--- config.mk ---
export PLATFORM = sky130hd
export DESIGN_NAME = cpu_trap_exception_entry
export DESIGN_NICKNAME = d
export VERILOG_FILES = /design/src/core/trap_pkg.sv /design/src/core/cpu_trap_exception_entry.sv
export SDC_FILE = /design/constraint.sdc
export NUM_CORES = 1
export LEC_CHECK = 0
export BUFFER_PORTS_ARGS = -buffer_cell sky130_fd_sc_hd__clkbuf_2
export CORE_MARGIN = 2
export CORE_UTILIZATION = 29
export CTS_CLUSTER_SIZE = 24
export DETAILED_ROUTE_END_ITERATION = 8
export HOLD_SLACK_MARGIN = 0.15
export SLEW_MARGIN = 40
export SYNTH_ARGS = -nofsm -noshare
export SYNTH_HDL_FRONTEND = slang
export SYNTH_SLANG_ARGS = --single-unit
--- constraint.sdc ---
create_clock -name clock -period 10.8 [get_ports clock]
set_input_delay 0.54 -clock clock [delete_from_list [all_inputs] [get_ports clock]]
set_output_delay 0.54 -clock clock [all_outputs]
set_load 0.01 [all_outputs]
--- src/core/trap_pkg.sv ---
// shared constants and carrier types for the trap entry unit
package trap_pkg;
	// register offsets (byte addresses, one 32-bit word each)
	localparam logic [7:0] REG_CTRL = 8'h00;
	localparam logic [7:0] REG_STATUS = 8'h04;
	localparam logic [7:0] REG_COUNT = 8'h08;
	// control fields and reset value
	localparam int CTRL_ESCAPE_EN = 0;
	localparam int CTRL_ENHANCED = 1;
	localparam logic [1:0] CTRL_RESET = 2'h0;
	// status fields
	localparam int STATUS_BUSY = 8;
	// vector table bounds in low memory
	localparam logic [19:0] VEC_BASE = 20'h00000;
	localparam logic [19:0] VEC_LAST = 20'h003ff;
	// predefined type numbers
	localparam logic [7:0] TYPE_DIVIDE = 8'h00;
	localparam logic [7:0] TYPE_STEP = 8'h01;
	localparam logic [7:0] TYPE_NMI = 8'h02;
	localparam logic [7:0] TYPE_BREAK = 8'h03;
	localparam logic [7:0] TYPE_OVERFLOW = 8'h04;
	localparam logic [7:0] TYPE_BOUNDS = 8'h05;
	localparam logic [7:0] TYPE_UNDEFINED = 8'h06;
	localparam logic [7:0] TYPE_ESCAPE = 8'h07;
	localparam logic [7:0] TYPE_USER_FIRST = 8'h20;
	// opcodes the unit decodes
	localparam logic [7:0] OP_BREAK = 8'hcc;
	localparam logic [7:0] OP_SOFT_TRAP = 8'hcd;
	localparam logic [7:0] OP_TRAP_OVF = 8'hce;
	localparam logic [7:0] OP_BOUNDS = 8'h62;
	localparam logic [7:0] OP_ESCAPE_BASE = 8'hd8;
	localparam logic [7:0] OP_ESCAPE_MASK = 8'hf8;
	// flag word bit positions
	localparam int FL_STEP = 8;
	localparam int FL_INTR = 9;
	localparam int FL_OVF = 11;
	// one retired instruction as seen by the trap unit
	typedef struct packed {
		logic [7:0] opcode;
		logic [7:0] imm8;
		logic undefined;
		logic div_error;
		logic [15:0] flags;
		logic [15:0] cs;
		logic [15:0] ss;
		logic [15:0] sp;
		logic [15:0] start_ofs;
		logic [15:0] next_ofs;
		logic [15:0] index;
		logic [15:0] bound_seg;
		logic [15:0] bound_ofs;
	} retire_s;
	// new processor state after an entry
	typedef struct packed {
		logic [15:0] cs;
		logic [15:0] instruction_pointer_reg;
		logic [15:0] flags;
		logic [15:0] sp;
		logic [7:0] type_num;
	} entry_s;
	// word request toward system memory
	typedef struct packed {
		logic req;
		logic we;
		logic [19:0] addr;
		logic [15:0] wdata;
	} mem_req_s;
endpackage

--- src/core/cpu_trap_exception_entry.sv ---
// trap and software interrupt entry sequencer with apb control registers
// Notes on behaviour
// - vector table occupies bytes zero to 3ffh
// - entry holds two words: pointer and segment
// - flags pushed first on every entry
// - then interrupt-enable and step bits cleared
// - push segment, pointer, then load from table
// - software traps bypass the interrupt controller
// - software beats hardware; nmi beats step and maskable
// - eight execution traps; 32-255 for users
// - divide overflow raises type 0
// - step flag traps type 1 after instruction
// - step resumes one instruction after return
// - one-byte breakpoint raises type 3 always
// - overflow trap instruction raises 4 if set
// - bounds read from memory; outside raises 5
// - undefined opcode raises type 6
// - escape raises 7; enhanced needs enable
// - compatible or narrow bus: always type 7
// - escape return points at instruction or prefix
// - two-byte trap takes type from byte two
// - software entries run no acknowledge cycles
//
// The APB interface to the registers and the address map were left to the implementer.
`timescale 1ns/10ps
module cpu_trap_exception_entry #(
	parameter bit NARROW_BUS = 1'b0
) (
	// clock and reset
	input wire logic clock,
	input wire logic arst_n,
	// apb slave
	input wire logic psel,
	input wire logic penable,
	input wire logic pwrite,
	input wire logic [7:0] paddr,
	input wire logic [31:0] pwdata,
	output logic [31:0] prdata,
	output logic pready,
	output logic pslverr,
	// execution unit
	input wire logic retire_valid,
	input wire trap_pkg::retire_s retire,
	output logic busy,
	output logic entry_valid,
	output trap_pkg::entry_s entry,
	// hardware requests
	input wire logic nmi_pin,
	input wire logic intr_req,
	input wire logic [7:0] intr_type,
	output logic hw_taken,
	// system memory
	output trap_pkg::mem_req_s mem,
	input wire logic mem_ack,
	input wire logic [15:0] mem_rdata
);
	import trap_pkg::*;

	typedef enum logic [3:0] {
		S_IDLE, S_BND_LO, S_BND_HI, S_PSH_F, S_PSH_CS, S_PSH_OFS, S_VEC_OFS, S_VEC_CS, S_FINISH
	} state_e;

	state_e state;
	logic [1:0] ctrl;
	logic [31:0] count;
	logic [7:0] last_type;
	logic nmi_s1, nmi_s2, nmi_d, nmi_pend, nmi_take;
	logic [15:0] w_flags, w_cs, w_ofs, w_ss, w_sp, w_idx, w_lo, w_bseg, w_bofs, w_start;
	logic [7:0] w_type;
	logic is_escape, escape_trap, sw_hit, sw_at_start, do_bound;
	logic [7:0] sw_type;
	logic [15:0] src_flags;
	logic late_hit, late_hw, late_nmi, out_of_range, acked;
	logic [7:0] late_type;

	function automatic logic [19:0] phys(input logic [15:0] seg, input logic [15:0] ofs);
		phys = {seg, 4'h0} + {4'h0, ofs};
	endfunction

	// decode of the retiring instruction; these never reach the controller
	always_comb begin
		is_escape = (retire.opcode & OP_ESCAPE_MASK) == OP_ESCAPE_BASE;
		// enable bit matters only in enhanced mode on the wide bus
		escape_trap = is_escape && (!ctrl[CTRL_ENHANCED] || NARROW_BUS || ctrl[CTRL_ESCAPE_EN]);
		sw_hit = 1'b1;
		sw_at_start = 1'b0;
		sw_type = TYPE_DIVIDE;
		do_bound = 1'b0;
		if (retire.div_error) begin
			sw_type = TYPE_DIVIDE;
		end else if (retire.undefined) begin
			sw_type = TYPE_UNDEFINED;
			sw_at_start = 1'b1;
		end else if (retire.opcode == OP_BREAK) begin
			sw_type = TYPE_BREAK;
		end else if (retire.opcode == OP_SOFT_TRAP) begin
			sw_type = retire.imm8;
		end else if (retire.opcode == OP_TRAP_OVF && retire.flags[FL_OVF]) begin
			sw_type = TYPE_OVERFLOW;
		end else if (escape_trap) begin
			sw_type = TYPE_ESCAPE;
			sw_at_start = 1'b1;
		end else begin
			sw_hit = 1'b0;
			do_bound = retire.opcode == OP_BOUNDS;
		end
	end

	// requests taken after the instruction: nmi, then step, then maskable
	always_comb begin
		src_flags = (state == S_IDLE) ? retire.flags : w_flags;
		late_hit = 1'b1;
		late_hw = 1'b0;
		late_nmi = 1'b0;
		late_type = TYPE_NMI;
		if (nmi_pend) begin
			late_nmi = 1'b1;
		end else if (src_flags[FL_STEP]) begin
			// flags are those at instruction start, so a return that restores
			// the step bit lets exactly one instruction run first
			late_type = TYPE_STEP;
		end else if (intr_req && src_flags[FL_INTR]) begin
			late_type = intr_type;
			late_hw = 1'b1;
		end else begin
			late_hit = 1'b0;
		end
	end

	// bounds compare and handshake helpers
	always_comb begin
		acked = mem.req && mem_ack;
		out_of_range = ($signed(w_idx) < $signed(w_lo)) || ($signed(w_idx) > $signed(mem_rdata));
		nmi_take = (state == S_FINISH && nmi_pend)
			|| (state == S_IDLE && retire_valid && !sw_hit && !do_bound && late_nmi)
			|| (state == S_BND_HI && acked && !out_of_range && late_nmi);
	end

	// nmi pin: two-stage synchroniser, then rising edge is latched
	always_ff @(posedge clock or negedge arst_n) begin
		if (!arst_n) begin
			nmi_s1 <= 1'b0;
			nmi_s2 <= 1'b0;
			nmi_d <= 1'b0;
		end else begin
			nmi_s1 <= nmi_pin;
			nmi_s2 <= nmi_s1;
			nmi_d <= nmi_s2;
		end
	end

	// a new edge in the taking cycle stays pending, so none is lost
	always_ff @(posedge clock or negedge arst_n) begin
		if (!arst_n) begin
			nmi_pend <= 1'b0;
		end else begin
			nmi_pend <= (nmi_s2 && !nmi_d) || (nmi_pend && !nmi_take);
		end
	end

	// entry sequencer; each memory access spends one issue cycle
	always_ff @(posedge clock or negedge arst_n) begin
		if (!arst_n) begin
			state <= S_IDLE;
			busy <= 1'b0;
			hw_taken <= 1'b0;
			mem <= '0;
			{w_flags, w_cs, w_ofs, w_ss, w_sp, w_idx, w_lo, w_bseg, w_bofs, w_start} <= '0;
			w_type <= 8'h00;
		end else begin
			hw_taken <= 1'b0;
			unique case (state)
			S_IDLE: begin
				if (retire_valid) begin
					w_flags <= retire.flags;
					w_cs <= retire.cs;
					w_ss <= retire.ss;
					w_sp <= retire.sp;
					w_idx <= retire.index;
					w_bseg <= retire.bound_seg;
					w_bofs <= retire.bound_ofs;
					w_start <= retire.start_ofs;
					w_ofs <= sw_at_start ? retire.start_ofs : retire.next_ofs;
					if (sw_hit) begin
						w_type <= sw_type;
						state <= S_PSH_F;
						busy <= 1'b1;
					end else if (do_bound) begin
						state <= S_BND_LO;
						busy <= 1'b1;
					end else if (late_hit) begin
						w_type <= late_type;
						hw_taken <= late_hw;
						state <= S_PSH_F;
						busy <= 1'b1;
					end
				end
			end
			S_BND_LO: begin
				if (acked) begin
					mem.req <= 1'b0;
					w_lo <= mem_rdata;
					state <= S_BND_HI;
				end else if (!mem.req) begin
					mem <= '{req: 1'b1, we: 1'b0, addr: phys(w_bseg, w_bofs), wdata: 16'h0000};
				end
			end
			S_BND_HI: begin
				if (acked) begin
					mem.req <= 1'b0;
					if (out_of_range) begin
						// restartable: return to the bounds instruction itself
						// the retire bus is only valid with its strobe, so use the copy
						w_type <= TYPE_BOUNDS;
						w_ofs <= w_start;
						state <= S_PSH_F;
					end else if (late_hit) begin
						w_type <= late_type;
						hw_taken <= late_hw;
						state <= S_PSH_F;
					end else begin
						state <= S_IDLE;
						busy <= 1'b0;
					end
				end else if (!mem.req) begin
					mem <= '{req: 1'b1, we: 1'b0, addr: phys(w_bseg, w_bofs + 16'h0002),
						wdata: 16'h0000};
				end
			end
			S_PSH_F: begin
				if (acked) begin
					mem.req <= 1'b0;
					w_sp <= w_sp - 16'h0002;
					w_flags[FL_INTR] <= 1'b0;
					w_flags[FL_STEP] <= 1'b0;
					state <= S_PSH_CS;
				end else if (!mem.req) begin
					mem <= '{req: 1'b1, we: 1'b1, addr: phys(w_ss, w_sp - 16'h0002),
						wdata: w_flags};
				end
			end
			S_PSH_CS: begin
				if (acked) begin
					mem.req <= 1'b0;
					w_sp <= w_sp - 16'h0002;
					state <= S_PSH_OFS;
				end else if (!mem.req) begin
					mem <= '{req: 1'b1, we: 1'b1, addr: phys(w_ss, w_sp - 16'h0002),
						wdata: w_cs};
				end
			end
			S_PSH_OFS: begin
				if (acked) begin
					mem.req <= 1'b0;
					w_sp <= w_sp - 16'h0002;
					state <= S_VEC_OFS;
				end else if (!mem.req) begin
					mem <= '{req: 1'b1, we: 1'b1, addr: phys(w_ss, w_sp - 16'h0002),
						wdata: w_ofs};
				end
			end
			S_VEC_OFS: begin
				if (acked) begin
					mem.req <= 1'b0;
					w_ofs <= mem_rdata;
					state <= S_VEC_CS;
				end else if (!mem.req) begin
					mem <= '{req: 1'b1, we: 1'b0, addr: VEC_BASE + {10'h000, w_type, 2'b00},
						wdata: 16'h0000};
				end
			end
			S_VEC_CS: begin
				if (acked) begin
					mem.req <= 1'b0;
					w_cs <= mem_rdata;
					state <= S_FINISH;
				end else if (!mem.req) begin
					mem <= '{req: 1'b1, we: 1'b0, addr: VEC_BASE + {10'h000, w_type, 2'b10},
						wdata: 16'h0000};
				end
			end
			S_FINISH: begin
				// a pending nmi nests on top, so its handler runs first
				if (nmi_pend) begin
					w_type <= TYPE_NMI;
					state <= S_PSH_F;
				end else begin
					state <= S_IDLE;
					busy <= 1'b0;
				end
			end
			endcase
		end
	end

	// entry result toward the core, one pulse per completed entry
	always_ff @(posedge clock or negedge arst_n) begin
		if (!arst_n) begin
			entry_valid <= 1'b0;
			entry <= '0;
		end else begin
			entry_valid <= state == S_FINISH;
			if (state == S_FINISH) begin
				entry <= '{cs: w_cs, instruction_pointer_reg: w_ofs, flags: w_flags,
					sp: w_sp, type_num: w_type};
			end
		end
	end

	// statistics visible to software
	always_ff @(posedge clock or negedge arst_n) begin
		if (!arst_n) begin
			count <= 32'h0000_0000;
			last_type <= 8'h00;
		end else if (state == S_FINISH) begin
			count <= count + 32'h0000_0001;
			last_type <= w_type;
		end
	end

	// apb slave: answers in the first access cycle, no wait states
	always_ff @(posedge clock or negedge arst_n) begin
		if (!arst_n) begin
			ctrl <= CTRL_RESET;
			pready <= 1'b0;
			pslverr <= 1'b0;
			prdata <= 32'h0000_0000;
		end else begin
			pready <= psel && !penable;
			if (psel && !penable) begin
				pslverr <= !(paddr == REG_CTRL || paddr == REG_STATUS || paddr == REG_COUNT);
				unique case (paddr)
				REG_CTRL: prdata <= {30'h0, ctrl};
				REG_STATUS: prdata <= {23'h0, busy, last_type};
				REG_COUNT: prdata <= count;
				default: prdata <= 32'h0000_0000;
				endcase
			end
			// write lands only at the completing edge
			if (psel && penable && pready && pwrite && paddr == REG_CTRL) begin
				ctrl <= pwdata[1:0];
			end
		end
	end
endmodule

==> Word level (Yosys, flattened, before mapping) <==
Index checks and enable logic that the tools add are counted.
{ "classes": {"add_sub_neg": 6, "n_lt_le_gt_ge": 2, "eq_ne": 45, "mux": 109, "n_reduce_logical": 53} }
{ "ops": {"columns": ["cell", "count"], "rows": [
  ["$mux W37", 14],
  ["$pmux W38 S7", 1],
  ["$mux W16", 8],
  ["$mux W8", 14],
  ["$pmux W32 S3", 1],
  ["$pmux W16 S2", 2],
  ["$add A20 B16 Y20", 3],
  ["$ne A2 B2 Y1 const B", 27],
  ["$pmux W16 S3", 1],
  ["$mux W1", 44],
  ["$mux W4", 11],
  ["$pmux W4 S9", 1],
  ["$add A32 B1 Y32 const B", 1],
  ["$eq A8 B8 Y1 const B", 3],
  ["$pmux W8 S3", 1],
  ["$mux W10", 2],
  ["$logic_and A1 B1 Y1", 19],
  ["$add A16 B2 Y16 const B", 1],
  ["$eq A4 B3 Y1 const B", 4],
  ["$gt A16 B16 Y1", 1],
  ["$lt A16 B16 Y1", 1],
  ["$sub A16 B2 Y16 const B", 1],
  ["$reduce_and A15 Y1", 1],
  ["$reduce_and A5 Y1", 2],
  ["other kinds (27)", 51]
]} }
{ "totals": {"ff_bits": 357, "inputBits": 235, "elab_cells": 249} }

==> Longest topological paths before layout <==
Gate-level depths: netlist (run 1).
{ "logic_depth": {"ltp_word": 18, "depth_mapped": 17, "ltp_nobuf": 16} }

==> Worst setup path before layout (run 1) <==
No wires, ideal clock.
{ "synth_path": {"path_type": "reg-to-reg", "start": "register state[1]", "end": "register mem[34] (netlist bit)", "setup_time_ps": 126, "arrival_time_ps": 3595, "path_slack_ps": 7079, "path_stages_with_launch": 17, "n_path_buf": 3, "synth_period_minus_slack_ps": 3721, "cell_sequence": "dfrtp_1 buf_2 clkbuf_1 nor4b_4 clkbuf_1 nand4_1 xnor2_1 ha_1 fa_1 a211oi_1 nor2_1 o211ai_1 a31oi_1 nand3_1 xor2_1 nor2_1 a221o_1"} }
{ "synth_between": {"elab_chain_cells": 3} }
{ "synth_rtl": {"columns": ["element", "line", "source"], "rows": [
  ["from (decl)", "cpu_trap_exception_entry.sv:63", "state_e state;"],
  ["from (signal assigned)", "cpu_trap_exception_entry.sv:164", "state <= S_IDLE;"],
  ["from (signal assigned)", "cpu_trap_exception_entry.sv:186", "state <= S_PSH_F;"],
  ["from (signal assigned)", "cpu_trap_exception_entry.sv:189", "state <= S_BND_LO;"],
  ["$eq A4 B2 Y1, or another cell as far along", "cpu_trap_exception_entry.sv:172", "unique case (state)"],
  ["$reduce_bool A7 Y1 (no line) or $ne A2 B2 Y1 (tied branches)", null, null],
  ["$reduce_and A15 Y1 (no line)", null, null],
  ["to (signal assigned)", "cpu_trap_exception_entry.sv:205", "mem <= '{req: 1'b1, we: 1'b0, addr: phys(w_bseg, w_bofs), wdata: 16'h0000};"],
  ["to (signal assigned)", "cpu_trap_exception_entry.sv:226", "mem <= '{req: 1'b1, we: 1'b0, addr: phys(w_bseg, w_bofs + 16'h0002),"],
  ["to (signal assigned)", "cpu_trap_exception_entry.sv:238", "mem <= '{req: 1'b1, we: 1'b1, addr: phys(w_ss, w_sp - 16'h0002),"],
  ["to (decl)", "cpu_trap_exception_entry.sv:53", "output trap_pkg::mem_req_s mem,"]
]} }
Parallel ways exist; a longest one is shown, timed or not.
A chain may end at the register's enable or synchronous reset.

==> Worst setup path in the final report (run 1) <==
{ "layout_path": {"start": "register state[1]", "end": "register mem[33] (netlist bit)"} }
The elaborated chain is that of the path after synthesis.

==> results.cfg, run 1 <==
[worst_setup_path]
critPathArrivalTime_ps = 4830
endpoint = mem[33]
r2r_setup_slack_ps = 6420
worst_path_most_repeated_cell = o21ai_0
cp-startpoint = state[1]
worstSetupPathType = flop to flop
worst-endpoint-required_ps = 11240
max_stage_delay_ps = 770
crit_chain = nor4b_4, nand4_1, nor2_1, xor2_1, ha_1, o21ai_0, o21ai_0, a211oi_1, o41ai_1, a21oi_1, o21a_1, o21ai_0, a21oi_1
rr_endpoint = mem[33]
rr_startpoint = state[1]
crit_cells = 13
path_delay_family = compound AO/OA/AOI/OAI gates
slowest_stage = dfrtp_1
crit_path_end_kind = flop
cp.buffers_inverters = 0
crit_fanout = 19
crit_path_start_kind = flop
rr_worst_depth = 13

[worst_hold_path]
hp-class = input port to flop

[die]
die_h_um = 252
io_pins = 382
core_region_area_um2 = 61400
dieArea_um2 = 63700
die_w_um = 252
rows = 91
initial_core_util = 0.292

[job]
cap_violations = 0

[outcome]
status = completed

[sta]
finClkSkew_ps = 26.8
period_needed_ps = 4380
setup_violations = 0
fin_hold_ws_ps = 180
hold_viol_final = 0
setup_slack_ps = 6420
setup_tns_ps = 0
maxSlewViolCount = 0
worst_pin_slew_ps = 810
maxSlewHeadroom = 0.460
grt_setup_unrepaired = no
finalCritPeriodShare = 0.406
fmax_mhz = 228

[drt]
ant_nets = 0
vias = 15400
dr.pass1.iters = 5
routed_wl_um = 60400
routed_via_density = 4.92
drtIter0Drc = 999
drcViolationCount = 0
routedWlPerCell_um = 19.2

[place]
dp_hpwl_um = 45100
port_buffers = 351
pre_cts_ws_ps = 6410
dp_cells = 2997
gp_congestion = 0.906

[global_route]
grt_max_degree = 93
grt_antenna_before_repair = 10
track_usage = 0.188
grt_pass1_vias = 15500
grt_pass1_wl_um = 92000
gr-total-overflow = 0

[yosys]
yosysSeqAreaShare = 0.499
ys_async_sr_fraction = 1.00
synth-main-ff-cell = dfrtp_1
synth-seq-cells = 357
yosysWarnings = 0
synth_cell_types = 82
synth_fp_nets = 2229
syn-cell-area_um2 = 17900
synth_cells = 1932
synth_edf_count = 0
synth_area_per_cell_um2 = 9.26

[clock_network]
ctsResizeCount = 0
path_clk_slew_ps = 60
cts_buffers = 44
clock_sinks = 357
cts_hold_buf = 54
worstSkewPairLatency_ps = 580
cts_tree = yes
root_buffer = clkbuf_16
htreeDepth = 2
cts_buffer_depth = 3
cts_setup_buffers = 0

[power_and_ir_drop]
p_leak_nw = 11.5
ir_drop_mv = 0.107
power_density_nw_per_um2 = 273

[finish]
area_growth_pct = 26.2
fin_nets = 2605
stdcell_count = 3141
utilization = 0.368
drive_gt1_frac = 0.221
==> synth_stat cells, drive strengths merged (38+ instances only) <==
cell	instances	share of area
dfrtp	357	0.50
mux2i	42	0.024
nand2	616	0.13
inv	52	0.011
xnor2	54	0.026
nor2	90	0.019
o21ai	120	0.034
a21oi	48	0.014
clkbuf	77	0.016
a22oi	52	0.022
mux2	38	0.026
ha	60	0.042
==> worst reg2reg max path, cell delays in order (launching register included) <==
cell and delay [ps]:
dfrtp_1 770, nor4b_4 580, nand4_1 330, nor2_1 190, xor2_1 90, ha_1 360
o21ai_0 160, o21ai_0 400, a211oi_1 150, o41ai_1 540, a21oi_1 200, o21a_1 200
o21ai_0 190, a21oi_1 90
==> how the worst min path moves through the flow <==
stage / cells after the start / start / end / slack [ps]
after floorplan: 0 / arst_n / busy / 240
after global placement: 0 / nmi_s1 / nmi_s2 / 340
after detailed placement: 0 / nmi_s1 / nmi_s2 / 340
after CTS: 3 / retire[72] / w_start[8] / 150
after global routing: 3 / retire[6] / w_bofs[6] / 160
final: 3 / retire[6] / w_bofs[6] / 180
==> layout make-up <==
type / instances / area [um2]
Multi-Input combinational cell: 1428 / 8450
Inverter: 52 / 195
Clock buffer: 58 / 1240
Sequential cell: 357 / 8930
Fill cell: 6202 / 38800
Timing Repair Buffer: 425 / 2480
Clock inverter: 24 / 278
Antenna cell: 7 / 17.5
Tap cell: 790 / 988
==> placed cells by master (no fill, tap or decap), types with 26 or more instances in the layout <==
master         Yosys  final
a21oi_1           47     46
nor2_1            90     88
ha_1              60     60
o21ai_0          118    118
nand3_1           26     26
a22o_1            26     26
clkbuf_2           0    350
xnor2_1           54     54
a22oi_1           52     52
mux2_2            26     26
dlygate4sd3_1      0     54
inv_1             51     51
dfrtp_1          357    357
xor2_1            27     27
clkbuf_16          0     45
nand2_1          615    612
mux2i_1           41     41
==> report_power, final <==
part,leakage (nW),switching [mW],internal [mW]
logic,6.09,1.44,0.969
registers,4.64,0.409,1.78
clock network,0.750,0.622,0.937
total,11.5,2.47,3.69
==> flip-flops by register name, indices dropped and copies added (netlist names), 2 cells and up <==
| signal | flops |
|---|---|
| count | 32 |
| ctrl | 2 |
| entry | 64 |
| last_type | 8 |
| mem | 38 |
| prdata | 32 |
| state | 4 |
| w_bofs | 16 |
| w_bseg | 16 |
| w_cs | 16 |
| w_flags | 16 |
| w_idx | 16 |
| w_lo | 16 |
| w_ofs | 16 |
| w_sp | 16 |
| w_ss | 16 |
| w_start | 16 |
| w_type | 8 |
==> routing by layer <==
layer,GRT usage,wire length (um),up-vias
met5,0,44,-
met4,0.0754,2390,6
met3,0.0358,3360,119
met2,0.297,27400,433
met1,0.254,27200,7526
li1,-,-,7355
==> stage by stage <==
stage,instance area (um2),total power [mW]
CTS,22500,6.20
finish,22600,6.16
floorplan,17900,3.71
detailed placement,20500,4.59
global route,22600,6.60
global placement,20400,4.51
==> cell families (layout without fill, tap and decap cells) <==
group,count (synthesis),in the layout,share of synthesized area
other,0,7,0
AND/OR/NAND/NOR,853,853,0.203
buffers and inverters,147,559,0.0327
multiplexers,80,80,0.0497
XOR/XNOR,81,81,0.0396
flip-flops,357,357,0.499
adder cells (fa/ha/maj),62,62,0.0442
AO/OA/AOI/OAI,352,352,0.131
Power figures use the tool's default switching activity.
==> run 2: changes to the inputs <==
Settings changed: ABC_AREA set to 1.
Clock period 10.8 ns to 3.57 ns, I/O delays scaled along.
==> run 2 against run 1 <==
  * Clock power grew to 2.8 times the previous value
  * Wire length grew 5.8%
  * Sequential cell count did not move
  * Final cell count grew 18%
  * Synthesized cell count rose by 17%
  * Clock-buffer cell count down 2
  * Synthesized area is 1.5% higher
  * Global-route usage increased by 1.0 points
  * Cell area grew 8.6%
  * Clock skew fell by 9.6 ps
  * Critical path type unchanged
  * Largest cell class unchanged
==> results.cfg, run 2 <==
[outcome]
status = completed

[global_route]
grt_pass1_wl_um = 98900
grt_pass1_vias = 17000
grt_max_degree = 108
track_usage = 0.198
grt_antenna_before_repair = 7
gr-total-overflow = 0

[die]
initial_core_util = 0.294
rows = 91
die_w_um = 254
dieArea_um2 = 64600
io_pins = 382
core_region_area_um2 = 61800
die_h_um = 254

[power_and_ir_drop]
intPower_mw = 11.1
switching_share = 0.423
power_density_nw_per_um2 = 786
pwr-share-comb = 0.426
power_mw = 19.3
p_leak_nw = 12.3
power_switching_mw = 8.16
sequentialPowerShare = 0.345
ir_drop_mv = 0.331
clkPwrFrac = 0.228

[worst_setup_path]
crit_fanout = 9
crit_path_start_kind = flop
crit_path_end_kind = flop
worst-endpoint-required_ps = 4070
r2r_setup_slack_ps = 260
critPathArrivalTime_ps = 3820
worstSetupPathType = flop to flop

[clock_network]
cts_tree = yes
path_clk_slew_ps = 60
root_buffer = clkbuf_16
htreeDepth = 2
clock_sinks = 357
cts_buffers = 44
worstSkewPairLatency_ps = 570
cts_buffer_depth = 3

[place]
port_buffers = 351
dp_hpwl_um = 46400
gp_congestion = 0.878
pre_cts_ws_ps = 267
placed_area_um2 = 21000

[yosys]
synth_cells = 2268
yosys.area_share.adder = 0.0435
synth_area_per_cell_um2 = 8.01
syn-cell-area_um2 = 18200
synth-compound-area-share = 0.141
synth-seq-cells = 357
yosys.area_share.simple = 0.225
yosysWarnings = 0
synth_top_family_by_area = simple AND/OR/NAND/NOR gates
synth_edf_count = 0
netlist.top_cell.by_area = dfrtp_1
synth_cell_types = 45
ys_async_sr_fraction = 1.00
synth_fp_nets = 2565
synth.area.mux_share = 0.000620
yosysSeqAreaShare = 0.492
synth.most_common_cell = nand2_1
synth_top_area_frac = 0.492
synth-xor-area-share = 0.0289
synth_area_leaders = dfrtp_1, nand2_1, o21ai_0
ys_top_cells_by_count = nand2_1, dfrtp_1, o21ai_0
synth-main-ff-cell = dfrtp_1

[worst_hold_path]
hp-class = input port to flop

[sta]
finClkSkew_ps = 17.3
maxSlewViolCount = 0
setup_slack_ps = 257
worst_pin_slew_ps = 788
setup_tns_ps = 0
period_needed_ps = 3310
setup_violations = 0
finalCritPeriodShare = 0.928
hold_viol_final = 0
maxSlewHeadroom = 0.474
fin_hold_ws_ps = 160
fmax_mhz = 302

[drt]
routed_wl_um = 63900
routed_via_density = 4.67
ant_nets = 0
routedWlPerCell_um = 17.3
vias = 17300
drcViolationCount = 0
dr.pass1.iters = 6
drtIter0Drc = 1193

[finish]
area_growth_pct = 35.0
final_area_um2 = 24500
final_cell_mix = nand2_1, dfrtp_1, clkbuf_2
drive_gt1_frac = 0.176
final_common_cell = nand2_1
largest_reg_flops = 64
fin_nets = 3119
regMostFlops = entry
reg_top3 = entry: 64 flops, mem: 38 flops

[job]
cap_violations = 0
-- run 2: cell types whose count changed after synthesis, moves of 20 or more --
cell      before  now
nor2_1        90  115
a22oi_1       52    0
o211ai_1       4   38
xor2_1        27   47
mux2_2        26    1
a22o_1        26    0
o21ai_0      118  250
a21oi_1       47   87
xnor2_1       54   13
mux2i_1       41    0
nand3_1       26   87
nand2_1      615  706
inv_1         51  234
-- run 2: kinds of logic after synthesis --
family	count (synthesis)
adders and majority gates	62
muxes	1
and+or+nand+nor	994
DFF	357
AOI/OAI and AO/OA	465
xor gates and xnor gates	60
buffers and inverters	329
-- run 2: final timing paths --
| check | cells past startpoint | start | end |
|---|---|---|---|
| setup / recovery | 14 | state[3] | w_type[6] |
| hold / removal | 4 | mem_rdata[10] | w_lo[10] |
| setup reg to reg | 14 | state[3] | w_type[6] |
| hold reg to reg | 0 | nmi_s1 | nmi_s2 |
| max in group asynchronous | 3 | arst_n | last_type[0] |
| min in group asynchronous | 2 | arst_n | w_flags[7] |
-- run 2: worst max-delay path, stage by stage, from the launching register on --
cell           delay (ps)
dfrtp_1               460
nor2_2                100
nand2_1               210
inv_1                 150
nand2_1                80
nand2_1                90
nor2_4                250
nand2_2               200
o21ai_0               280
nand2_1                80
nand2_1                60
dlygate4sd3_1         550
a21oi_1                60
a21boi_1              130
dlygate4sd3_1         550
-- run 2: final cells by class --
class	instances	area [um2]
sequential	357	8930
clock inverter	21	185
inverter	244	918
fill	6376	37300
timing repair buffer	593	4160
tap	837	1050
clock buffer	56	1220
antenna	6	15.0
multi-input combinational	1582	8040
-- run 2: through the flow --
stage               std cells   util
finish                   3696  0.397
global placement         3401  0.339
floorplan                2268      -
global route             3695  0.397
detailed placement       3403  0.339
CTS                      3684  0.395
-- run 2: timing repair --
action	in CTS	in global routing
setup buffers	0	5
resized for setup	0	8
endpoints found under the setup margin	0	6
endpoints found under the hold margin	354	0
hold buffers	204	0
-- run 2: power groups by stage --
| stage | Clock (mW) | Combinational (mW) | Sequential (mW) |
|---|---|---|---|
| 2_1_floorplan | 0 | 4.95 | 6.62 |
| 6_report | 4.40 | 8.22 | 6.66 |
| 4_1_cts | 4.52 | 8.22 | 6.65 |
| 3_3_place_gp | 0 | 7.79 | 6.67 |
| 5_1_grt | 4.69 | 9.44 | 6.84 |
| 3_5_place_dp | 0 | 7.91 | 6.70 |
-- run 2: per-layer routing --
| metal | routed length (um) | track usage | vias up | part of all wire |
|---|---|---|---|---|
| met3 | 3940 | 0.0379 | 135 | 0.062 |
| met1 | 29600 | 0.279 | 8118 | 0.46 |
| met2 | 28300 | 0.305 | 492 | 0.44 |
| met5 | 27 | 0 | - | 0.00042 |
| li1 | - | - | 8518 | - |
| met4 | 2110 | 0.0676 | 4 | 0.033 |
